==> src/lcd_pkg.sv <==
// Shared constants, enumerations and carrier types of the segment LCD driver control.
// Assumes a single 50 MHz system clock; every other timing is counted on it.
package lcd_pkg;

  // ----------------------------------------------------------------------------
  // Geometry and division
  // ----------------------------------------------------------------------------
  localparam int SEG_COUNT     = 160;
  localparam int COM_COUNT     = 4;
  localparam int OSC_DIV       = 16;       // Divided clock ratio
  localparam int FRAME_DIV     = 24;       // Oscillator ticks per frame
  localparam int I2C_BITS      = 8;

  // ----------------------------------------------------------------------------
  // Timing
  // ----------------------------------------------------------------------------
  localparam int CLK_HZ         = 50_000_000;
  localparam int CLK_PERIOD_NS  = 20;
  localparam int GLITCH_NS      = 50;
  localparam int FILT_CYC       = (GLITCH_NS + CLK_PERIOD_NS - 1) / CLK_PERIOD_NS + 1;
  localparam int RESET_HOLD_NS  = 200;
  localparam int RESET_HOLD_CYC = (RESET_HOLD_NS + CLK_PERIOD_NS - 1) / CLK_PERIOD_NS;
  localparam int OSC_INT_HZ     = 28_800;
  localparam int OSC_HALF_CYC   = CLK_HZ / (2 * OSC_INT_HZ);

  // ----------------------------------------------------------------------------
  // Reset values
  // ----------------------------------------------------------------------------
  localparam logic DISPLAY_ON_RST = 1'b0;
  localparam logic SYNC_N_RST     = 1'b1;

  // ----------------------------------------------------------------------------
  // Types
  // ----------------------------------------------------------------------------
  typedef enum logic [1:0] {
    DUTY_STATIC  = 2'b00,
    DUTY_HALF    = 2'b01,
    DUTY_THIRD   = 2'b10,
    DUTY_QUARTER = 2'b11
  } duty_t;

  typedef enum logic [1:0] {
    LINK_IDLE = 2'b00,
    LINK_BITS = 2'b01,
    LINK_ACK  = 2'b11
  } link_state_t;

  typedef struct packed {
    logic master_role;
    logic duty_sel_bit1;
    logic duty_sel_bit0;
    logic bias_half;
    logic osc_internal;
    logic i2c_sel;
    logic power_clear_disable;
  } straps_t;

  typedef struct packed {
    logic data;
    logic clock;
    logic load;
  } host_link_t;

endpackage : lcd_pkg

==> src/segment_lcd_driver_control.sv <==
// Control logic of a 160-output segment LCD driver: straps, host shift link,
// display latch, oscillator division and common scan with cascade sync.
// Assumes all pins are synchronous to clock; analog drive levels are outside.
module segment_lcd_driver_control
  import lcd_pkg::*;
(
  input  wire logic                      clock,
  input  wire logic                      rst_n,
  input  wire lcd_pkg::straps_t          straps,
  input  wire lcd_pkg::host_link_t       link,
  input  wire logic                      init_n,
  input  wire logic                      display_on_cmd,
  input  wire logic                      display_off_cmd,
  input  wire logic                      osc_input,
  input  wire logic                      common_sync_n_in,
  output logic [lcd_pkg::SEG_COUNT-1:0]  segment_outputs,
  output logic [lcd_pkg::COM_COUNT-1:0]  common_outputs,
  output logic                           frame_polarity,
  output logic                           bias_half,
  output logic                           divided_clock_out,
  output logic                           common_sync_n_out,
  output logic                           common_sync_n_oe,
  output logic                           osc_output,
  output logic                           osc_output_oe,
  output logic                           ack_drain_out,
  output logic                           ack_drain_oe,
  output logic                           reset_pullup_on,
  output logic                           display_on
);

  // Counter widths below are sized for these constants
  if (SEG_COUNT < 8 || COM_COUNT != 4 || FILT_CYC < 1 || FILT_CYC > 8 || OSC_DIV != 16 ||
      FRAME_DIV > 31 || OSC_HALF_CYC < 2 || OSC_HALF_CYC > 1024)
  begin : g_bad_constants
    $error("segment_lcd_driver_control: unsupported constants");
  end

  duty_t duty;
  assign duty = duty_t'({straps.duty_sel_bit1, straps.duty_sel_bit0});

  // ----------------------------------------------------------------------------
  // Input glitch filter for data and shift clock, active in I2C mode only
  // ----------------------------------------------------------------------------
  logic [1:0] raw_line;
  wire  [1:0] filt_q;
  assign raw_line = {link.clock, link.data};

  for (genvar g = 0; g < 2; g++)
  begin : g_filter
    logic [2:0] cnt_q;
    logic [2:0] cnt_d;
    logic       filt_d;
    logic       filt_bit_q;

    assign filt_q[g] = filt_bit_q;

    always_comb
    begin
      cnt_d  = 3'h0;
      filt_d = filt_bit_q;
      if (!straps.i2c_sel)
        filt_d = raw_line[g];
      else if (raw_line[g] != filt_bit_q)
      begin
        if (cnt_q == 3'(FILT_CYC - 1))
          filt_d = raw_line[g];
        else
          cnt_d = cnt_q + 3'h1;
      end
    end

    always_ff @(posedge clock or negedge rst_n)
    begin
      if (!rst_n)
      begin
        cnt_q     <= 3'h0;
        filt_bit_q <= 1'b1;
      end
      else
      begin
        cnt_q     <= cnt_d;
        filt_bit_q <= filt_d;
      end
    end
  end

  // ----------------------------------------------------------------------------
  // Host link: shift register, latch, acknowledge
  // ----------------------------------------------------------------------------
  // One spare stage keeps the oldest data bit that a stop condition's clock high shifts along
  logic [SEG_COUNT:0]   shift_q, shift_d;
  logic [SEG_COUNT-1:0] latch_q, latch_d;
  logic [3:0]           bit_cnt_q, bit_cnt_d;
  link_state_t          lstate_q, lstate_d;
  logic                 ack_q, ack_d;
  logic                 scl_prev_q, sda_prev_q;
  logic                 scl_rise, scl_fall, i2c_start, i2c_stop;

  always_comb
  begin
    scl_rise  = filt_q[1] & ~scl_prev_q;
    scl_fall  = ~filt_q[1] & scl_prev_q;
    i2c_start = filt_q[1] & scl_prev_q & sda_prev_q & ~filt_q[0];
    i2c_stop  = filt_q[1] & scl_prev_q & ~sda_prev_q & filt_q[0];
    shift_d   = shift_q;
    latch_d   = latch_q;
    bit_cnt_d = bit_cnt_q;
    lstate_d  = lstate_q;
    ack_d     = ack_q;
    if (!straps.i2c_sel)
    begin
      lstate_d = LINK_IDLE;
      ack_d    = 1'b0;
      if (scl_rise)
        shift_d = {shift_q[SEG_COUNT-1:0], filt_q[0]};
      if (link.load)
        latch_d = shift_q[SEG_COUNT-1:0];
    end
    else
    begin
      unique case (lstate_q)
        LINK_IDLE:
        begin
          ack_d = 1'b0;
        end
        LINK_BITS:
        begin
          if (scl_rise && bit_cnt_q != 4'(I2C_BITS))
          begin
            shift_d   = {shift_q[SEG_COUNT-1:0], filt_q[0]};
            bit_cnt_d = bit_cnt_q + 4'h1;
          end
          else if (scl_fall && bit_cnt_q == 4'(I2C_BITS))
          begin
            ack_d     = 1'b1;
            bit_cnt_d = 4'h0;
            lstate_d  = LINK_ACK;
          end
        end
        LINK_ACK:
        begin
          if (scl_fall)
          begin
            ack_d    = 1'b0;
            lstate_d = LINK_BITS;
          end
        end
        default:
        begin
          lstate_d = LINK_IDLE;
        end
      endcase
      if (i2c_stop && lstate_q != LINK_IDLE)
      begin
        // Drop the stray bit of the clock high that carries the stop
        if (bit_cnt_q == 4'h1)
          latch_d = shift_q[SEG_COUNT:1];
        else
          latch_d = shift_q[SEG_COUNT-1:0];
        ack_d    = 1'b0;
        lstate_d = LINK_IDLE;
      end
      if (i2c_start)
      begin
        bit_cnt_d = 4'h0;
        ack_d     = 1'b0;
        lstate_d  = LINK_BITS;
      end
    end
    if (!init_n)
    begin
      shift_d   = '0;
      latch_d   = '0;
      bit_cnt_d = 4'h0;
      lstate_d  = LINK_IDLE;
      ack_d     = 1'b0;
    end
  end

  always_ff @(posedge clock or negedge rst_n)
  begin
    if (!rst_n)
    begin
      shift_q    <= '0;
      latch_q    <= '0;
      bit_cnt_q  <= 4'h0;
      lstate_q   <= LINK_IDLE;
      ack_q      <= 1'b0;
      scl_prev_q <= 1'b1;
      sda_prev_q <= 1'b1;
    end
    else
    begin
      shift_q    <= shift_d;
      latch_q    <= latch_d;
      bit_cnt_q  <= bit_cnt_d;
      lstate_q   <= lstate_d;
      ack_q      <= ack_d;
      scl_prev_q <= filt_q[1];
      sda_prev_q <= filt_q[0];
    end
  end

  // ----------------------------------------------------------------------------
  // Oscillator, divided clock and common scan
  // ----------------------------------------------------------------------------
  logic [9:0] int_cnt_q, int_cnt_d;
  logic       int_osc_q, int_osc_d;
  logic       osc_prev_q, sync_prev_q;
  logic [2:0] div_cnt_q, div_cnt_d;
  logic       div_clk_q, div_clk_d;
  logic [4:0] tick_q, tick_d;
  logic [1:0] phase_q, phase_d;
  logic       pol_q, pol_d;
  logic       osc_tick, sync_fall;
  logic [4:0] phase_len;
  logic [1:0] last_phase;

  always_comb
  begin
    int_cnt_d = int_cnt_q + 10'h1;
    int_osc_d = int_osc_q;
    if (int_cnt_q == 10'(OSC_HALF_CYC - 1))
    begin
      int_cnt_d = 10'h0;
      int_osc_d = ~int_osc_q;
    end
    if (straps.osc_internal)
      osc_tick = int_cnt_q == 10'(OSC_HALF_CYC - 1) && !int_osc_q;
    else
      osc_tick = osc_input & ~osc_prev_q;
    sync_fall = sync_prev_q & ~common_sync_n_in;
    unique case (duty)
      DUTY_STATIC:  begin phase_len = 5'(FRAME_DIV);     last_phase = 2'd0; end
      DUTY_HALF:    begin phase_len = 5'(FRAME_DIV / 2); last_phase = 2'd1; end
      DUTY_THIRD:   begin phase_len = 5'(FRAME_DIV / 3); last_phase = 2'd2; end
      DUTY_QUARTER: begin phase_len = 5'(FRAME_DIV / 4); last_phase = 2'd3; end
    endcase
    div_cnt_d = div_cnt_q;
    div_clk_d = div_clk_q;
    tick_d    = tick_q;
    phase_d   = phase_q;
    pol_d     = pol_q;
    if (osc_tick)
    begin
      div_cnt_d = div_cnt_q + 3'h1;
      if (div_cnt_q == 3'(OSC_DIV / 2 - 1))
        div_clk_d = ~div_clk_q;
      if (tick_q >= phase_len - 5'h1)
      begin
        tick_d = 5'h0;
        if (phase_q >= last_phase)
        begin
          phase_d = 2'd0;
          pol_d   = ~pol_q;
        end
        else
          phase_d = phase_q + 2'd1;
      end
      else
        tick_d = tick_q + 5'h1;
    end
    if (!straps.master_role)
    begin
      div_cnt_d = 3'h0;
      div_clk_d = 1'b0;
      if (sync_fall)
      begin
        tick_d  = 5'h0;
        phase_d = 2'd0;
      end
    end
    if (!init_n)
    begin
      div_cnt_d = 3'h0;
      div_clk_d = 1'b0;
      tick_d    = 5'h0;
      phase_d   = 2'd0;
      pol_d     = 1'b0;
    end
  end

  always_ff @(posedge clock or negedge rst_n)
  begin
    if (!rst_n)
    begin
      int_cnt_q   <= 10'h0;
      int_osc_q   <= 1'b0;
      osc_prev_q  <= 1'b0;
      sync_prev_q <= 1'b1;
      div_cnt_q   <= 3'h0;
      div_clk_q   <= 1'b0;
      tick_q      <= 5'h0;
      phase_q     <= 2'd0;
      pol_q       <= 1'b0;
    end
    else
    begin
      int_cnt_q   <= int_cnt_d;
      int_osc_q   <= int_osc_d;
      osc_prev_q  <= osc_input;
      sync_prev_q <= common_sync_n_in;
      div_cnt_q   <= div_cnt_d;
      div_clk_q   <= div_clk_d;
      tick_q      <= tick_d;
      phase_q     <= phase_d;
      pol_q       <= pol_d;
    end
  end

  // ----------------------------------------------------------------------------
  // Display state and registered pins
  // ----------------------------------------------------------------------------
  logic                 disp_d;
  logic [COM_COUNT-1:0] com_sel;

  always_comb
  begin
    disp_d = display_on;
    if (display_on_cmd)
      disp_d = 1'b1;
    if (display_off_cmd)
      disp_d = 1'b0;
    if (!init_n)
      disp_d = DISPLAY_ON_RST;
    unique case (duty)
      DUTY_STATIC:  com_sel = 4'hF;
      DUTY_HALF:    com_sel = phase_q[0] ? 4'hA : 4'h5;
      DUTY_THIRD:   com_sel = (phase_q == 2'd0) ? 4'h1 : (phase_q == 2'd1) ? 4'hA : 4'h4;
      DUTY_QUARTER: com_sel = 4'(4'h1 << phase_q);
    endcase
  end

  always_ff @(posedge clock or negedge rst_n)
  begin
    if (!rst_n)
    begin
      display_on        <= DISPLAY_ON_RST;
      segment_outputs   <= '0;
      common_outputs    <= '0;
      frame_polarity    <= 1'b0;
      bias_half         <= 1'b0;
      divided_clock_out <= 1'b0;
      common_sync_n_out <= SYNC_N_RST;
      common_sync_n_oe  <= 1'b0;
      osc_output        <= 1'b0;
      osc_output_oe     <= 1'b0;
      ack_drain_out     <= 1'b0;
      ack_drain_oe      <= 1'b0;
      reset_pullup_on   <= 1'b0;
    end
    else
    begin
      display_on        <= disp_d;
      segment_outputs   <= display_on ? latch_q : '0;
      common_outputs    <= display_on ? com_sel : '0;
      frame_polarity    <= pol_q & display_on;
      bias_half         <= straps.bias_half;
      divided_clock_out <= div_clk_q;
      common_sync_n_out <= !(phase_q == 2'd0 && tick_q == 5'h0);
      common_sync_n_oe  <= straps.master_role;
      osc_output        <= straps.osc_internal & int_osc_q;
      osc_output_oe     <= straps.osc_internal;
      ack_drain_out     <= 1'b0;
      ack_drain_oe      <= ack_q & straps.i2c_sel;
      reset_pullup_on   <= ~straps.power_clear_disable;
    end
  end

endmodule : segment_lcd_driver_control

==> config.mk <==
export PLATFORM = sky130hd
export DESIGN_NAME = segment_lcd_driver_control
export DESIGN_NICKNAME = d
export VERILOG_FILES = /design/src/lcd_pkg.sv /design/src/segment_lcd_driver_control.sv
export SDC_FILE = /design/constraint.sdc
export NUM_CORES = 1
export LEC_CHECK = 0
export ABC_AREA = 1
export ABC_CLOCK_PERIOD_IN_PS = 2500
export BUFFER_PORTS_ARGS = -buffer_cell sky130_fd_sc_hd__buf_2
export CAP_MARGIN = 10
export CORE_MARGIN = 1
export CORE_UTILIZATION = 60
export DETAILED_ROUTE_END_ITERATION = 10
export GPL_TIMING_DRIVEN = 0
export PLACE_DENSITY = 0.82
export SLEW_MARGIN = 20
export SYNTH_ARGS = -nofsm -noshare
export SYNTH_HDL_FRONTEND = slang
export SYNTH_SLANG_ARGS = --single-unit
==> constraint.sdc <==
create_clock -name clock -period 2.5 [get_ports clock]
set_input_delay 0 -clock clock [delete_from_list [all_inputs] [get_ports clock]]
set_output_delay 0 -clock clock [all_outputs]
set_load 0.01 [all_outputs]
### Yosys cells after proc, flatten, opt, wreduce, memory -nomap -nowiden

Cells that the tools add are included.

* bits in registers: 537
* output and inout bits: 175
* logic and storage cells: 203

* add/sub/neg operators: 8
* magnitude comparators: 2
* eq/ne operators: 38
* shifts and indexed selects: 1
* mux-type cells: 79
* bitwise operators: 22
* reduce and logical (&&, ||, !) cells: 21

Operators with widths (count)
* $mux 160: 6
* $mux 161: 5
* $mux 4: 10
* $mux 3: 9
* $mux 2: 13
* $mux 1: 25
* $mux 5: 5
* $pmux 5 s4: 1
* $ne 3x2->1 const B: 6
* $ne 6x6->1 const B: 3
* $pmux 4 s4: 1
* $ne 2x1->1 const B: 7
* $and 1x1->1: 12
* $add 10x1->10 const B: 1
* $eq 10x10->1 const B: 1
* $mux 10: 1
* $not 1->1: 10
* $add 3x1->3 const B: 3
* $reduce_and 3->1: 3
* $pmux 2 s4: 1
* $reduce_and 2->1: 4
* $reduce_and 4->1: 2
* $ne 7x2->1 const B: 1
* $eq 2x1->1 const B: 3
* other kinds (26): 38

### Longest topological paths before layout

* depth in word-level cells: 10
* gate-level depth with buffers: 13
* mapped depth without buffers: 13

### Least setup slack after synthesis

OpenSTA, ideal clock, no wires.

* kind: reg-to-reg
* start: reg bit_cnt_q[0]
* end: reg shift_q[82]
* arrival: 1.524 ns
* setup slack: 0.845 ns
* stages on the path, launching flop included: 12
* path buffers: 2
* period minus slack after synthesis: 1.655 ns
* cell sequence: dfrtp_1 inv_1 ha_1 nand3_2 nand3_2 inv_2 nand2_1 nand2_1 nand2_2 buf_2 clkbuf_1 o21ai_0

* word-level cells in the longest chain between the ends: 4

RTL lines
* start: declaration: line segment_lcd_driver_control.sv:93 `logic [3:0] bit_cnt_q, bit_cnt_d;`
* start signal: assignment: line segment_lcd_driver_control.sv:196 `bit_cnt_q <= bit_cnt_d;`
* $ne 4x4->1: line segment_lcd_driver_control.sv:128 `if (scl_rise && bit_cnt_q != 4'(I2C_BITS))`
* $logic_and 1x1->1: line segment_lcd_driver_control.sv:128
* $ne 3x2->1 (no source line)
* $reduce_and 3->1 (no source line)
* end signal: assignment: line segment_lcd_driver_control.sv:194 `shift_q <= shift_d;`
* end: declaration: line segment_lcd_driver_control.sv:91 `logic [SEG_COUNT:0] shift_q, shift_d;`

Every way passes these cells.
A chain may end at the register's enable or synchronous reset.

### Final worst setup path

* start: reg bit_cnt_q[0]
* end: reg shift_q[61]

The elaborated chain is that of the path after synthesis.

==> reports/qor.csv <==
stage,metric,value,unit
synthesis,syn nets,2482,
synthesis,Post-synth EDFFs,0,
synthesis,multiplexer share of the synthesized area,0,
synthesis,post-synthesis compound-gate area fraction,0.118,
synthesis,Synth Instances,2444,
clocking,cts bufs inserted,53,
detailed_routing,TritonRoute pass-1 iters,9,
detailed_routing,detail-routed net length per standard cell,15.6,um
placement,placed instance area,23600,sq um
timing,final setup violation count,0,
timing,Final Cycle Share,0.932,
clocking,Root Driver,clkbuf_16,
timing,Tmin final,2330,ps
cells_and_area,Filler cells,2502,
cells_and_area,final instance area,25700,sq um
detailed_routing,initial DRC count,1868,
floorplan,full die area,37300,sq um
clocking,TritonCTS clock tree,yes,
power,VDD IR-drop max,0.000621,V
synthesis,main combinational cell family by area after synthesis,simple AND/OR/NAND/NOR gates,
global_routing,GRT busiest layer,met2,
outcome,outcome,finished with violations,
global_routing,vias in the first global route,17200,
timing,actual slew at the worst max-slew pin,878,ps
floorplan,Die Width,193,um
synthesis,Post-Synth Simple-Gate Area,0.176,
timing,relative slew slack,0.415,
global_routing,GR Util met3,0.0370,
critical_path,CP Launch Type,flip-flop,
outcome,failing checks,design-rule violations,
cells_and_area,final net count,2753,
timing,Final Max Tran Viols,0,
synthesis,XOR/XNOR share of the synthesized area,0.00359,
critical_path,r2r worst-path depth,11,
synthesis,post-synthesis adder-cell area fraction,0.0120,
placement,gp weighted congestion,0.862,
cells_and_area,Non-Filler Instances,3219,
power,Power per Cell Area,727,nW/um^2
synthesis,Synth cell types,33,
critical_path,Worst Setup End Kind,flip-flop,
detailed_routing,vias per cell,5.42,
cells_and_area,layout cell share with drive strength beyond 1,0.141,
floorplan,# rows,69,
timing,RSZ-0062 raised after global routing,no,
placement,Placed Instances,3099,
worst_hold_path,hold crit path type,in -> async,
cells_and_area,post-layout util,0.720,
placement,Port Buffer Count,189,
global_routing,largest net degree at the start of global routing,108,
critical_path,crit path kind,reg -> reg,
floorplan,chip height,193,um
global_routing,first-pass GRT wire length,84.2,mm
synthesis,YS warnings,0,
synthesis,Yosys reg bits,537,
timing,Fmax,429,MHz
critical_path,CP required,2930,ps
floorplan,core area,35700,sq um
global_routing,Overall Global Routing Usage,0.275,
timing,Setup TNS,0,ps
detailed_routing,"antenna viol nets, final",0,
detailed_routing,# DRC,15,
floorplan,io pins,192,
clocking,CTS sink count,537,
floorplan,Starting Density,0.614,
global_routing,GR Util met1,0.377,
cells_and_area,Area Overhead vs Synth,17.4,%
critical_path,crit path DAT,2760,ps
global_routing,grt ovf,0,
clocking,CTS max path bufs,3,
detailed_routing,WL final,50.1,mm
global_routing,initial antenna violation count,0,
run,maxcap violations,0,
global_routing,met2 Usage GRT,0.451,
cells_and_area,ANT cells,0,
power,P_leak,14.7,nW
synthesis,ys async rst share,1.00,
placement,DPL Wire Length,32.2,mm
timing,final hold violation count,0,
clocking,H-tree levels,2,
clocking,"CTS clk-pin slew, worst paths",60,ps
clocking,Skew-Pair Late Insertion Delay,590,ps
clocking,postcts setup bufs,0,
detailed_routing,vias,17400,
synthesis,Main synth FF type,dfrtp_1,
synthesis,Synth Cell Area,21900,sq um
critical_path,critical-path maximum fanout,10,
synthesis,post-synthesis area per instance,8.98,sq um
synthesis,sequential-to-total area share from yosys stat,0.613,
timing,clk_skew,15.3,ps
## cells by family after synthesis
group	count (synthesis)
xor gates and xnor gates	9
AOI/OAI and AO/OA	508
buffers and inverters	372
adders and majority gates	21
DFF	537
other	1
and+or+nand+nor	996
## final cells by class
class / instances / area [sq um] / area share
sequential: 537 / 13400 / 0.522
clock buffer: 80 / 1640 / 0.0637
tap: 461 / 577 / 0.0224
clock inverter: 18 / 260 / 0.0101
multi-input combinational: 1535 / 6790 / 0.264
inverter: 230 / 863 / 0.0335
buffer: 142 / 840 / 0.0326
timing repair buffer: 216 / 1330 / 0.0517
## through the flow
| step | total power, mW | setup WS, ps | hold slack, ps |
|---|---|---|---|
| floorplan | 9.82 | 845 | -296 |
| global placement | 10.3 | -8960 | 113 |
| detailed placement | 10.3 | 290 | -11.3 |
| CTS | 18.8 | 33.9 | 20.7 |
| global route | 19.3 | 12.0 | 45.6 |
| finish | 18.7 | 170 | 22.4 |
## power breakdown
group / internal (mW) / leakage [nW] / switching (mW)
logic: 0.371 / 6.33 / 0.899
registers: 8.86 / 7.43 / 0.103
clock network: 5.14 / 0.937 / 3.34
total: 14.4 / 14.7 / 4.34
## final timing paths
path / from / endpoint / slack [ps]
max in group asynchronous: rst_n / shift_q[86]$_DFFE_PN0P_ / 1470
max reg2reg: bit_cnt_q[0]$_DFFE_PN0P_ / shift_q[61]$_DFFE_PN0P_ / 170
max: bit_cnt_q[0]$_DFFE_PN0P_ / shift_q[61]$_DFFE_PN0P_ / 170
min reg2reg: g_filter[0].filt_bit_q$_DFFE_PN1P_ / sda_prev_q$_DFF_PN1_ / 400
min: rst_n / shift_q[17]$_DFFE_PN0P_ / 20
min in group clock: common_sync_n_in / sync_prev_q$_DFF_PN1_ / 70
## flip-flops by register name, indices dropped and copies added, names as in the netlist, 3 cells and up
signal           count
g_filter.cnt_q       6
shift_q            161
int_cnt_q           10
common_outputs       4
segment_outputs    160
latch_q            160
div_cnt_q            3
tick_q               5
bit_cnt_q            4
## critical path, cell delays in order, from the launching register on
cell	delay (ps)
dfrtp_1	440
inv_1	80
ha_1	160
nand3_2	100
nand3_2	100
inv_2	60
nand2_1	70
nand2_1	90
nand2_2	170
buf_2	370
clkbuf_1	360
o21ai_0	180
## synthesized netlist by cell type, types with 2 or more instances
| cell type | count | area share |
|---|---|---|
| dfrtp_1 | 531 | 0.61 |
| buf_4 | 2 | 0.00068 |
| nor4_1 | 2 | 0.00057 |
| o21ai_2 | 11 | 0.0044 |
| nand4_1 | 12 | 0.0034 |
| inv_1 | 225 | 0.039 |
| o21ai_0 | 270 | 0.062 |
| nand3_1 | 18 | 0.0041 |
| buf_2 | 36 | 0.0082 |
| nor2_1 | 44 | 0.0075 |
| xor2_1 | 5 | 0.0020 |
| and2_1 | 2 | 0.00057 |
| o21ai_1 | 211 | 0.048 |
| ha_1 | 21 | 0.012 |
| or2_2 | 4 | 0.0011 |
| a21oi_1 | 14 | 0.0032 |
| nand3_2 | 2 | 0.00091 |
| dfstp_2 | 6 | 0.0072 |
| nand2_2 | 2 | 0.00057 |
| nor3_1 | 10 | 0.0023 |
| inv_2 | 4 | 0.00068 |
| buf_6 | 33 | 0.017 |
| clkbuf_1 | 70 | 0.012 |
| xnor2_1 | 4 | 0.0016 |
| nand2_1 | 897 | 0.15 |
## repair_timing
action                     in CTS  in global routing
resized for setup               0                  4
setup endpoints to repair       0                  6
hold buffers                   22                  0
hold endpoints to repair      296                  0
## metal layers
| metal | vias up | part of all wire |
|---|---|---|
| li1 | 8244 | - |
| met2 | 608 | 0.49 |
| met4 | 0 | 0.029 |
| met5 | - | 0 |
| met3 | 115 | 0.052 |
| met1 | 8465 | 0.43 |
## cells in the final DEF (no fill, tap or decap), types with 4 or more instances in the layout
cell	netlist	routed
nand2_1	897	897
bufinv_16	0	6
clkbuf_16	0	55
o21ai_2	11	11
nand3_1	18	18
clkbuf_8	0	17
nand4_1	12	12
nor3_1	10	10
clkinv_2	0	8
a21oi_1	14	14
ha_1	21	21
buf_16	0	6
buf_6	33	33
dlygate4sd3_1	0	21
buf_2	36	224
dfrtp_1	531	531
or2_2	4	4
dfstp_2	6	6
inv_2	4	4
xnor2_1	4	4
nor2_1	44	44
o21ai_1	211	211
o21ai_0	270	270
xor2_1	5	5
clkbuf_1	70	76
inv_1	225	225
No activity file was read; power rests on OpenSTA's default activity.
